<file path="config.mk">
export PLATFORM = sky130hd
export DESIGN_NAME = serial_tx_rx_flags_core
export DESIGN_NICKNAME = d
export VERILOG_FILES = /design/src/serial_core_pkg.sv /design/src/serial_tx_rx_flags_core.sv
export SDC_FILE = /design/constraint.sdc
export NUM_CORES = 1
export LEC_CHECK = 0
export BUFFER_PORTS_ARGS = -buffer_cell sky130_fd_sc_hd__buf_2
export CORE_MARGIN = 4
export CORE_UTILIZATION = 60
export CTS_BUF_LIST = sky130_fd_sc_hd__clkbuf_4 sky130_fd_sc_hd__clkbuf_8
export DETAILED_ROUTE_END_ITERATION = 10
export GPL_TIMING_DRIVEN = 0
export PLACE_DENSITY = 0.74
export SKIP_CTS_REPAIR_TIMING = 1
export SLEW_MARGIN = 10
export SYNTH_ARGS = -nofsm -noshare
export SYNTH_HDL_FRONTEND = slang
export SYNTH_SLANG_ARGS = --single-unit
</file>
<file path="constraint.sdc">
create_clock -name REF_CLK -period 3.6 [get_ports REF_CLK]
set_clock_uncertainty 0.1 [all_clocks]
set_input_delay 0.54 -clock REF_CLK [delete_from_list [all_inputs] [get_ports REF_CLK]]
set_output_delay 0.54 -clock REF_CLK [all_outputs]
set_load 0.005 [all_outputs]
</file>
<file path="src/serial_core_pkg.sv">
// Shared constants, types and helpers of the serial transmit and receive core.
`default_nettype none
package serial_core_pkg;
   localparam int DATA_W = 8;
   localparam int RX_DEPTH = 32;
   localparam int FRAME_W = 13;
   localparam logic [2:0] CSZ_NINE = 3'h7;
   localparam logic [3:0] OS_LAST = 4'hF;
   localparam logic [3:0] OS_MID = 4'h7;
   localparam logic [3:0] IDX_ZERO = 4'h0;
   localparam logic [3:0] IDX_ONE = 4'h1;
   localparam logic [3:0] BITS_FIVE = 4'h5;
   localparam logic [3:0] BITS_EIGHT = 4'h8;
   localparam logic [3:0] BITS_NINE = 4'h9;
   localparam logic [3:0] STORE_LIMIT = 4'h8;

   typedef enum logic [1:0] {RX_IDLE, RX_START, RX_BITS, RX_HOLD} rx_state_e;

   typedef struct packed {
      logic [2:0] char_size_code;
      logic parity_mode_hi;
      logic parity_odd;
      logic two_stop;
   } frame_cfg_s;

   typedef struct packed {
      logic [3:0] len;
      logic [FRAME_W-1:0] bits;
   } tx_frame_s;

   // Character sizes 0..3 give 5..8 bits, code 7 gives 9; reserved codes fall back to 8.
   function automatic logic [3:0] data_bits(input logic [2:0] code);
      logic [3:0] n;
      n = BITS_EIGHT;
      if (code == CSZ_NINE) begin
         n = BITS_NINE;
      end else if (code[2] == 1'b0) begin
         n = BITS_FIVE + {2'h0, code[1:0]};
      end
      return n;
   endfunction
endpackage
`default_nettype wire

</file>
<file path="src/serial_tx_rx_flags_core.sv">
// Serial transmitter with buffer flags, receiver with frame capture, and the receive FIFO.
//
// Summary of operation
// (RULE_01) Buffer-empty flag is high when the transmit buffer is empty, low while data waits.
// (RULE_02) A data write loads the transmit buffer and clears the buffer-empty flag.
// (RULE_03) Buffer-empty request stays asserted while its enable and the flag are set.
// (RULE_04) Software must refill the buffer or drop the enable, else the request repeats.
// (RULE_05) Finished flag sets when the frame is shifted out and the buffer is empty.
// (RULE_06) Finished flag clears on interrupt service or on a write of one.
// (RULE_07) Finished request follows the flag while its enable is set.
// (RULE_08) Software writes zero into the buffer-empty flag position.
// (RULE_09) With parity enabled, parity goes between the last data bit and first stop bit.
// (RULE_10) Clearing transmit enable acts only after shifter and buffer are both empty.
// (RULE_11) A disabled transmitter releases the transmit pin to ordinary port use.
// (RULE_12) Receive enable hands the receive pin to the receiver as serial input.
// (RULE_13) In synchronous mode the receiver samples on the external transfer clock.
// (RULE_14) Reception starts on a valid start bit, then shifts bits up to the first stop.
// (RULE_15) A second stop bit is ignored; the frame ends on the first stop bit.
// (RULE_16) On the first stop bit the frame moves into the receive buffer.
// (RULE_17) Characters under eight bits read back with zero upper bits.
// (RULE_18) The ninth transmit bit is sent as an ordinary data bit.
// (RULE_19) Software sets the ninth bit before writing the low byte.
// (RULE_20) Frame: low start, data LSB first, optional parity, high stops; idle high.
// (RULE_21) Parity is the xor of the data bits, inverted for odd parity.
// (RULE_22) The shifter loads when idle or right after the last stop bit.
// (RULE_23) Requests are level outputs; the controller returns a serviced acknowledge.
`default_nettype none

module serial_rx_fifo #(
   parameter int WIDTH = 8,
   parameter int DEPTH = 32
) (
   input wire logic clk,
   input wire logic rst,
   input wire logic flush,
   input wire logic in_valid,
   output logic in_ready,
   input wire logic [WIDTH-1:0] in_data,
   output logic out_valid,
   input wire logic out_ready,
   output logic [WIDTH-1:0] out_data
);
   localparam int AW = $clog2(DEPTH);
   typedef struct packed {
      logic [AW-1:0] wr_ptr;
      logic [AW-1:0] rd_ptr;
      logic [AW:0] count;
   } fifo_state_s;
   fifo_state_s st, next_st;
   logic [WIDTH-1:0] mem [DEPTH];
   logic push, pop;

   assign in_ready = (st.count != (AW+1)'(DEPTH));
   assign out_valid = (st.count != '0);
   assign out_data = mem[st.rd_ptr];
   assign push = in_valid && in_ready;
   assign pop = out_valid && out_ready;

   always_comb begin
      next_st = st;
      if (push) begin
         next_st.wr_ptr = st.wr_ptr + 1'b1;
      end
      if (pop) begin
         next_st.rd_ptr = st.rd_ptr + 1'b1;
      end
      next_st.count = st.count + (AW+1)'(push) - (AW+1)'(pop);
      if (flush) begin
         next_st = '0;
      end
   end

   always_ff @(posedge clk) begin
      if (rst) begin
         st <= '0;
      end else begin
         st <= next_st;
      end
   end

   // The array has no reset; the count keeps stale words from being seen.
   always_ff @(posedge clk) begin
      if (push) begin
         mem[st.wr_ptr] <= in_data;
      end
   end
endmodule

module serial_tx_rx_flags_core (
   input wire logic REF_CLK,
   input wire logic SYS_RST,
   input wire logic BAUD_TICK_X16,
   input wire logic SYNC_MODE,
   input wire logic [2:0] CHAR_SIZE_CODE,
   input wire logic PARITY_MODE_HI,
   input wire logic PARITY_MODE_LO,
   input wire logic STOP_BITS_TWO,
   input wire logic TX_ENABLE_BIT,
   input wire logic RX_ENABLE_BIT,
   input wire logic TX_BUFFER_EMPTY_IRQ_EN,
   input wire logic TX_FINISHED_IRQ_EN,
   input wire logic TX_DATA_WR,
   input wire logic [7:0] TX_DATA,
   input wire logic TX_NINTH_BIT,
   input wire logic TX_FINISHED_CLR_WR,
   input wire logic TX_FINISHED_IRQ_ACK,
   output logic TX_BUFFER_EMPTY_FLAG,
   output logic TX_FINISHED_FLAG,
   output logic IRQ_TX_BUFFER_EMPTY,
   output logic IRQ_TX_FINISHED,
   output logic TXD_PIN,
   output logic TXD_OE,
   input wire logic RXD_PIN,
   output logic RX_PIN_OWNED,
   input wire logic EXT_TRANSFER_CLOCK_PIN,
   output logic RX_COMPLETE_FLAG,
   output logic [7:0] RX_DATA,
   input wire logic RX_DATA_READ
);
   typedef struct packed {
      logic [1:0] rxd_sync;
      logic [2:0] xck_sync;
      logic buf_valid;
      logic [8:0] buf_data;
      logic tx_active;
      serial_core_pkg::tx_frame_s tx_frame;
      logic [3:0] tx_os;
      logic tx_finished;
      serial_core_pkg::rx_state_e rx_state;
      logic [3:0] rx_os;
      logic [3:0] rx_idx;
      logic [7:0] rx_shift;
   } core_state_s;
   core_state_s st, next_st;

   serial_core_pkg::frame_cfg_s cfg;
   logic rxd, xck_rise, xck_fall, tx_bit_end, tx_last_end, tx_load, rx_sample;
   logic [3:0] rx_nbits, rx_stop_idx;
   logic fifo_ready;

   // Parity covers only the bits the character size actually sends.
   function automatic serial_core_pkg::tx_frame_s build_frame(input logic [8:0] d,
         input serial_core_pkg::frame_cfg_s c);
      serial_core_pkg::tx_frame_s f;
      logic [3:0] n;
      logic par;
      n = serial_core_pkg::data_bits(c.char_size_code);
      par = c.parity_odd;
      f.bits = '1;
      f.bits[0] = 1'b0; // [RULE_20]
      for (int i = 0; i < 9; i++) begin
         if (4'(i) < n) begin
            f.bits[i+1] = d[i]; // [RULE_18] [RULE_20]
            par = par ^ d[i]; // [RULE_21]
         end
      end
      if (c.parity_mode_hi) begin
         f.bits[n+4'h1] = par; // [RULE_09]
      end
      f.len = 4'h2 + n + 4'(c.parity_mode_hi) + 4'(c.two_stop);
      return f;
   endfunction

   assign cfg = '{CHAR_SIZE_CODE, PARITY_MODE_HI, PARITY_MODE_LO, STOP_BITS_TWO};
   assign rxd = st.rxd_sync[1];
   assign xck_rise = st.xck_sync[1] && !st.xck_sync[2];
   assign xck_fall = !st.xck_sync[1] && st.xck_sync[2];

   // Synchronous mode shifts out on the falling edge so the far end samples on the rising one.
   assign tx_bit_end = st.tx_active &&
      (SYNC_MODE ? xck_fall : (BAUD_TICK_X16 && st.tx_os == serial_core_pkg::OS_LAST));
   assign tx_last_end = tx_bit_end && st.tx_frame.len == serial_core_pkg::IDX_ONE;
   assign tx_load = st.buf_valid && (!st.tx_active || tx_last_end); // [RULE_22]

   assign rx_nbits = serial_core_pkg::data_bits(CHAR_SIZE_CODE);
   assign rx_stop_idx = rx_nbits + 4'(PARITY_MODE_HI);
   assign rx_sample = SYNC_MODE ? xck_rise : // [RULE_13]
      (BAUD_TICK_X16 &&
       st.rx_os == ((st.rx_state == serial_core_pkg::RX_START) ?
                    serial_core_pkg::OS_MID : serial_core_pkg::OS_LAST));

   always_comb begin
      next_st = st;
      next_st.rxd_sync = {st.rxd_sync[0], RXD_PIN};
      next_st.xck_sync = {st.xck_sync[1:0], EXT_TRANSFER_CLOCK_PIN};
      // Transmit buffer and shifter.
      if (tx_load) begin
         next_st.buf_valid = 1'b0; // [RULE_01]
      end
      if (TX_DATA_WR) begin
         next_st.buf_valid = 1'b1; // [RULE_02]
         next_st.buf_data = {TX_NINTH_BIT, TX_DATA};
      end
      if (st.tx_active && !SYNC_MODE && BAUD_TICK_X16) begin
         next_st.tx_os = st.tx_os + 4'h1;
      end
      if (tx_bit_end) begin
         next_st.tx_frame.bits = {1'b1, st.tx_frame.bits[serial_core_pkg::FRAME_W-1:1]};
         next_st.tx_frame.len = st.tx_frame.len - 4'h1;
         if (tx_last_end) begin
            next_st.tx_active = 1'b0;
         end
      end
      if (tx_load) begin
         next_st.tx_active = 1'b1;
         next_st.tx_os = '0;
         next_st.tx_frame = build_frame(st.buf_data, cfg);
      end
      // Set wins over either clear.
      if (TX_FINISHED_IRQ_ACK || TX_FINISHED_CLR_WR) begin
         next_st.tx_finished = 1'b0; // [RULE_06] [RULE_23]
      end
      if (tx_last_end && !st.buf_valid) begin
         next_st.tx_finished = 1'b1; // [RULE_05]
      end
      // Receiver.
      if (BAUD_TICK_X16 && !SYNC_MODE) begin
         next_st.rx_os = st.rx_os + 4'h1;
      end
      case (st.rx_state)
         serial_core_pkg::RX_IDLE: begin
            next_st.rx_idx = '0;
            next_st.rx_shift = '0; // [RULE_17]
            if (SYNC_MODE) begin
               if (xck_rise && !rxd) begin
                  next_st.rx_state = serial_core_pkg::RX_BITS; // [RULE_14]
               end
            end else if (!rxd) begin
               next_st.rx_state = serial_core_pkg::RX_START;
               next_st.rx_os = '0;
            end
         end
         serial_core_pkg::RX_START: begin
            if (rx_sample) begin
               next_st.rx_os = '0;
               // A glitch shorter than half a bit is not a start bit.
               next_st.rx_state = rxd ? serial_core_pkg::RX_IDLE :
                  serial_core_pkg::RX_BITS; // [RULE_14]
            end
         end
         serial_core_pkg::RX_BITS: begin
            if (rx_sample) begin
               if (st.rx_idx < rx_nbits && st.rx_idx < serial_core_pkg::STORE_LIMIT) begin
                  next_st.rx_shift[st.rx_idx[2:0]] = rxd; // [RULE_14]
               end
               next_st.rx_idx = st.rx_idx + 4'h1;
               if (st.rx_idx == rx_stop_idx) begin
                  next_st.rx_state = serial_core_pkg::RX_HOLD; // [RULE_15] [RULE_16]
               end
            end
         end
         serial_core_pkg::RX_HOLD: begin
            // A full buffer stalls here; frames arriving meanwhile are lost.
            if (fifo_ready) begin
               next_st.rx_state = serial_core_pkg::RX_IDLE; // [RULE_16]
            end
         end
         default: begin
            next_st.rx_state = serial_core_pkg::RX_IDLE;
         end
      endcase
      if (!RX_ENABLE_BIT) begin
         next_st.rx_state = serial_core_pkg::RX_IDLE;
      end
   end

   always_ff @(posedge REF_CLK) begin
      if (SYS_RST) begin
         st <= '0;
         st.rxd_sync <= 2'h3;
         st.buf_data <= '0;
         st.tx_frame.bits <= '1;
         st.rx_state <= serial_core_pkg::RX_IDLE;
      end else begin
         st <= next_st;
      end
   end

   serial_rx_fifo #(
      .WIDTH(serial_core_pkg::DATA_W),
      .DEPTH(serial_core_pkg::RX_DEPTH)
   ) u_rx_fifo (
      .clk(REF_CLK),
      .rst(SYS_RST),
      .flush(!RX_ENABLE_BIT),
      .in_valid(st.rx_state == serial_core_pkg::RX_HOLD),
      .in_ready(fifo_ready),
      .in_data(st.rx_shift),
      .out_valid(RX_COMPLETE_FLAG),
      .out_ready(RX_DATA_READ),
      .out_data(RX_DATA)
   );

   assign TX_BUFFER_EMPTY_FLAG = !st.buf_valid; // [RULE_01]
   assign TX_FINISHED_FLAG = st.tx_finished;
   assign IRQ_TX_BUFFER_EMPTY = TX_BUFFER_EMPTY_IRQ_EN && !st.buf_valid; // [RULE_03] [RULE_23]
   assign IRQ_TX_FINISHED = TX_FINISHED_IRQ_EN && st.tx_finished; // [RULE_07] [RULE_23]
   assign TXD_OE = TX_ENABLE_BIT || st.tx_active || st.buf_valid; // [RULE_10] [RULE_11]
   assign TXD_PIN = st.tx_frame.bits[0]; // [RULE_20]
   assign RX_PIN_OWNED = RX_ENABLE_BIT; // [RULE_12]
endmodule
`default_nettype wire

</file>
==> key figures <==
Synth
  • Multiplexer area fraction after synthesis: 0.153
  • Synth Register Bits: 333
  • Most used DFF post-synth: edfxtp_1
  • Mapped Avg Cell Area: between 15 and 20 um2
  • Mapped Cells: ~880
  • Fraction of registers with async set/reset: 0
  • Synth Area in Adders: 0.0262
  • Synth top cells by count: edfxtp_1 (256), nor2_1 (91), mux4_2 (80), dfxtp_1 (77), nand2_1 (29)
  • Area leader, netlist: edfxtp_1
  • Cell area after synthesis: ~14000 um2
  • Post-synth EDFFs: 256
  • Distinct cells, synth: 60
  • Share of the synthesized area in the top cell type: 0.551
  • Area contributors post-synth: edfxtp_1 (55%), mux4_2 (13%), dfxtp_1 (11%)
  • Simple-Gate Fraction of Synth Area: 0.0746
  • Count leader, synth: edfxtp_1
  • Post-Synth XOR/XNOR Area: 0.0218
  • Largest family of logic cells by synthesized area: multiplexers
  • Syn. warnings: 0
  • Sequential fraction of the synthesis area: 0.661
  • Syn_nets: about 940
  • Synth Area in Compound Gates: 0.0388

Floorplan
  • DIE HEIGHT: between 150 and 200 um
  • Die Wd: roughly 160 um
  • Starting density of the core: 0.613
  • Die area: approximately 26000 um2
  • CORE AREA: between 20000 and 25000 um2
  • Row cnt: between 50 and 60
  • IO Pins: 45

Worst setup path
  • Worst stage delay on the critical path: between 0.5 and 0.6 ns
  • CP max-delay cell: mux4_2
  • Crit path depth: 6
  • CP Max Fanout: 10
  • Startpoint Class: register
  • CP delay by family, top: multiplexers
  • Kind of critical path: reg2out
  • Cells along the critical path: buf_6 > buf_8 > mux4_2 > mux4_2 > mux2_2 > buf_2
  • Critical Path Most Common Cell: mux4_2
  • Setup crit end kind: output pin
  • Crit path required time: just under 3 ns
  • Arr. time, crit path: approximately 2.8 ns
  • Crit path buffers/inverters: 3
  • R2R depth: 6

GRT
  • Initial antenna violation count: 0
  • Largest net degree at the start of global routing: 34
  • GRT Overall Usage: 0.226
  • First-pass GRT wire length: around 45000 um
  • Gr ovfl total: 0
  • Vias in the first global route: about 8000

Clock tree
  • CTS max path bufs: 3
  • Reg clk slew, reported paths: roughly 0.060 ns
  • Clock Latency Late Sink: between 0.5 and 0.6 ns
  • CTS tree: built
  • CTS Buf Count: 52
  • H-tree depth: 2
  • Root Driver: clkbuf_8
  • CTS sink count: 333

Power
  • Pwr Total: just over 8000 uW
  • Power per Cell Area: 518 nW/um2
  • LEAKAGE: between 0.005 and 0.006 uW
  • VDD IR-drop max: around 0.47 mV

Finish
  • Finished Layout Cells: approximately 1300
  • Final net count: between 1000 and 1500
  • Finished Core Util: 0.685
  • Final instance area: around 16000 um2
  • Layout cell share with drive strength beyond 1: 0.264
  • Synth-to-Final Area Change: 11.9%
  • N_diodes: 0

Route
  • DR vias/cell: between 5 and 6
  • Routed length per instance: 21.1 um
  • DRT iter0 DRCs: between 500 and 600
  • Drt first pass iters: 6
  • Total wire length: between 20000 and 30000 um
  • DRC Markers: 0
  • Post-DRT Antenna Nets: 0
  • DR vias: ~7700

Placement
  • Count of buffers from port buffering: 43
  • Area post-placement: roughly 15000 um2
  • Post-DP HPWL: between 15000 and 20000 um
  • Cells after DPL: 1234
  • Routability Congestion: between 0.8 and 0.9

Job
  • Max Cap Viol: 0

Timing
  • Setup-failing EPs final: 0
  • Hold Slack: around 0.064 ns
  • RSZ-0062 raised after global routing: true
  • Fin crit share: 0.963
  • Max Slew Vio Count: 0
  • Tmin final: 3.47 ns
  • Slew headroom: 0.204
  • Worst Tran Pin Value: around 1.2 ns
  • Fmax: around 290 MHz
  • Fin. Hold Viols: 0

Min path
  • Hold path cells: 2
  • Min-Delay Path Class: in2reg

Outcome
  • Outcome: finished, final reports clean
[path summary, 6_finish.rpt]
check             slack (ns)                             to                    from
setup / recovery        0.13                     RX_DATA[7]                register
hold / removal          0.06         next_st[55]$_SDFF_PP1_                 RXD_PIN
setup reg to reg        0.49  u_rx_fifo.mem[5][0]$_DFFE_PP_     st[16]$_SDFFE_PP0P_
hold reg to reg         0.31                 rxd$_SDFF_PP1_  next_st[55]$_SDFF_PP1_
[sequential cells by signal (all words and copies together), names as in the netlist, named ones only]
signal            count
TXD_PIN               1
TX_FINISHED_FLAG      1
next_st               3
rxd                   1
st                   50
u_rx_fifo.mem       256
u_rx_fifo.st         16
[metal layers]
metal | global-route usage | vias up | routed length, um
li1 | - | 3571 | -
met1 | 0.311 | 3777 | 11400
met2 | 0.363 | 292 | 13600
met3 | 0.0516 | 40 | 2330
met4 | 0.0724 | 0 | 602
met5 | 0 | - | 0
[cell type report]
cell class | count | area [um2]
plain buffers | 44 | 279
clock buffers | 74 | 887
flip-flops and latches | 333 | 9240
fillers | 1558 | 7170
inverters | 27 | 101
multi-input cells | 472 | 4380
well taps | 313 | 392
repair buffers | 43 | 215
clock inverters | 20 | 119
[stage by stage]
stage	TNS, ns	setup WS (ns)
global placement	0	0.139
global route	-0.0668	-0.0182
finish	0	0.132
floorplan	0	0.942
detailed placement	0	0.108
CTS	-3.95	-0.515
[where the power goes]
part           switching (uW)  total (uW)  leakage (uW)  internal (uW)
clock network            1390        3050      0.000536           1660
logic                     435         867       0.00174            431
registers                35.2        4170       0.00339           4130
[kinds of logic after synthesis]
kind of cell    after synthesis
simple gates                214
compound gates               86
fa+ha+maj                    28
buf+inv                      73
flops                       333
mux                         111
xor+xnor                     33
[layout by cell type (no fill, tap or decap), types with 6 or more instances in the layout]
master and instances:
edfxtp_1 256, clkbuf_4 21, nand2_1 29, nor3_1 21, nand4_1 8, xor2_1 17, clkbuf_1 17, a21oi_1 20
xnor2_1 15, dfxtp_1 72, or2_2 6, clkbuf_8 56, clkinv_1 13, nor2b_1 15, mux2_2 15, nand3_1 10
mux4_2 80, inv_1 26, ha_1 26, nor2_1 91, o21ai_0 25, mux2i_1 16, buf_2 48, a31oi_1 10
No activity file was read; power rests on OpenSTA's default activity.
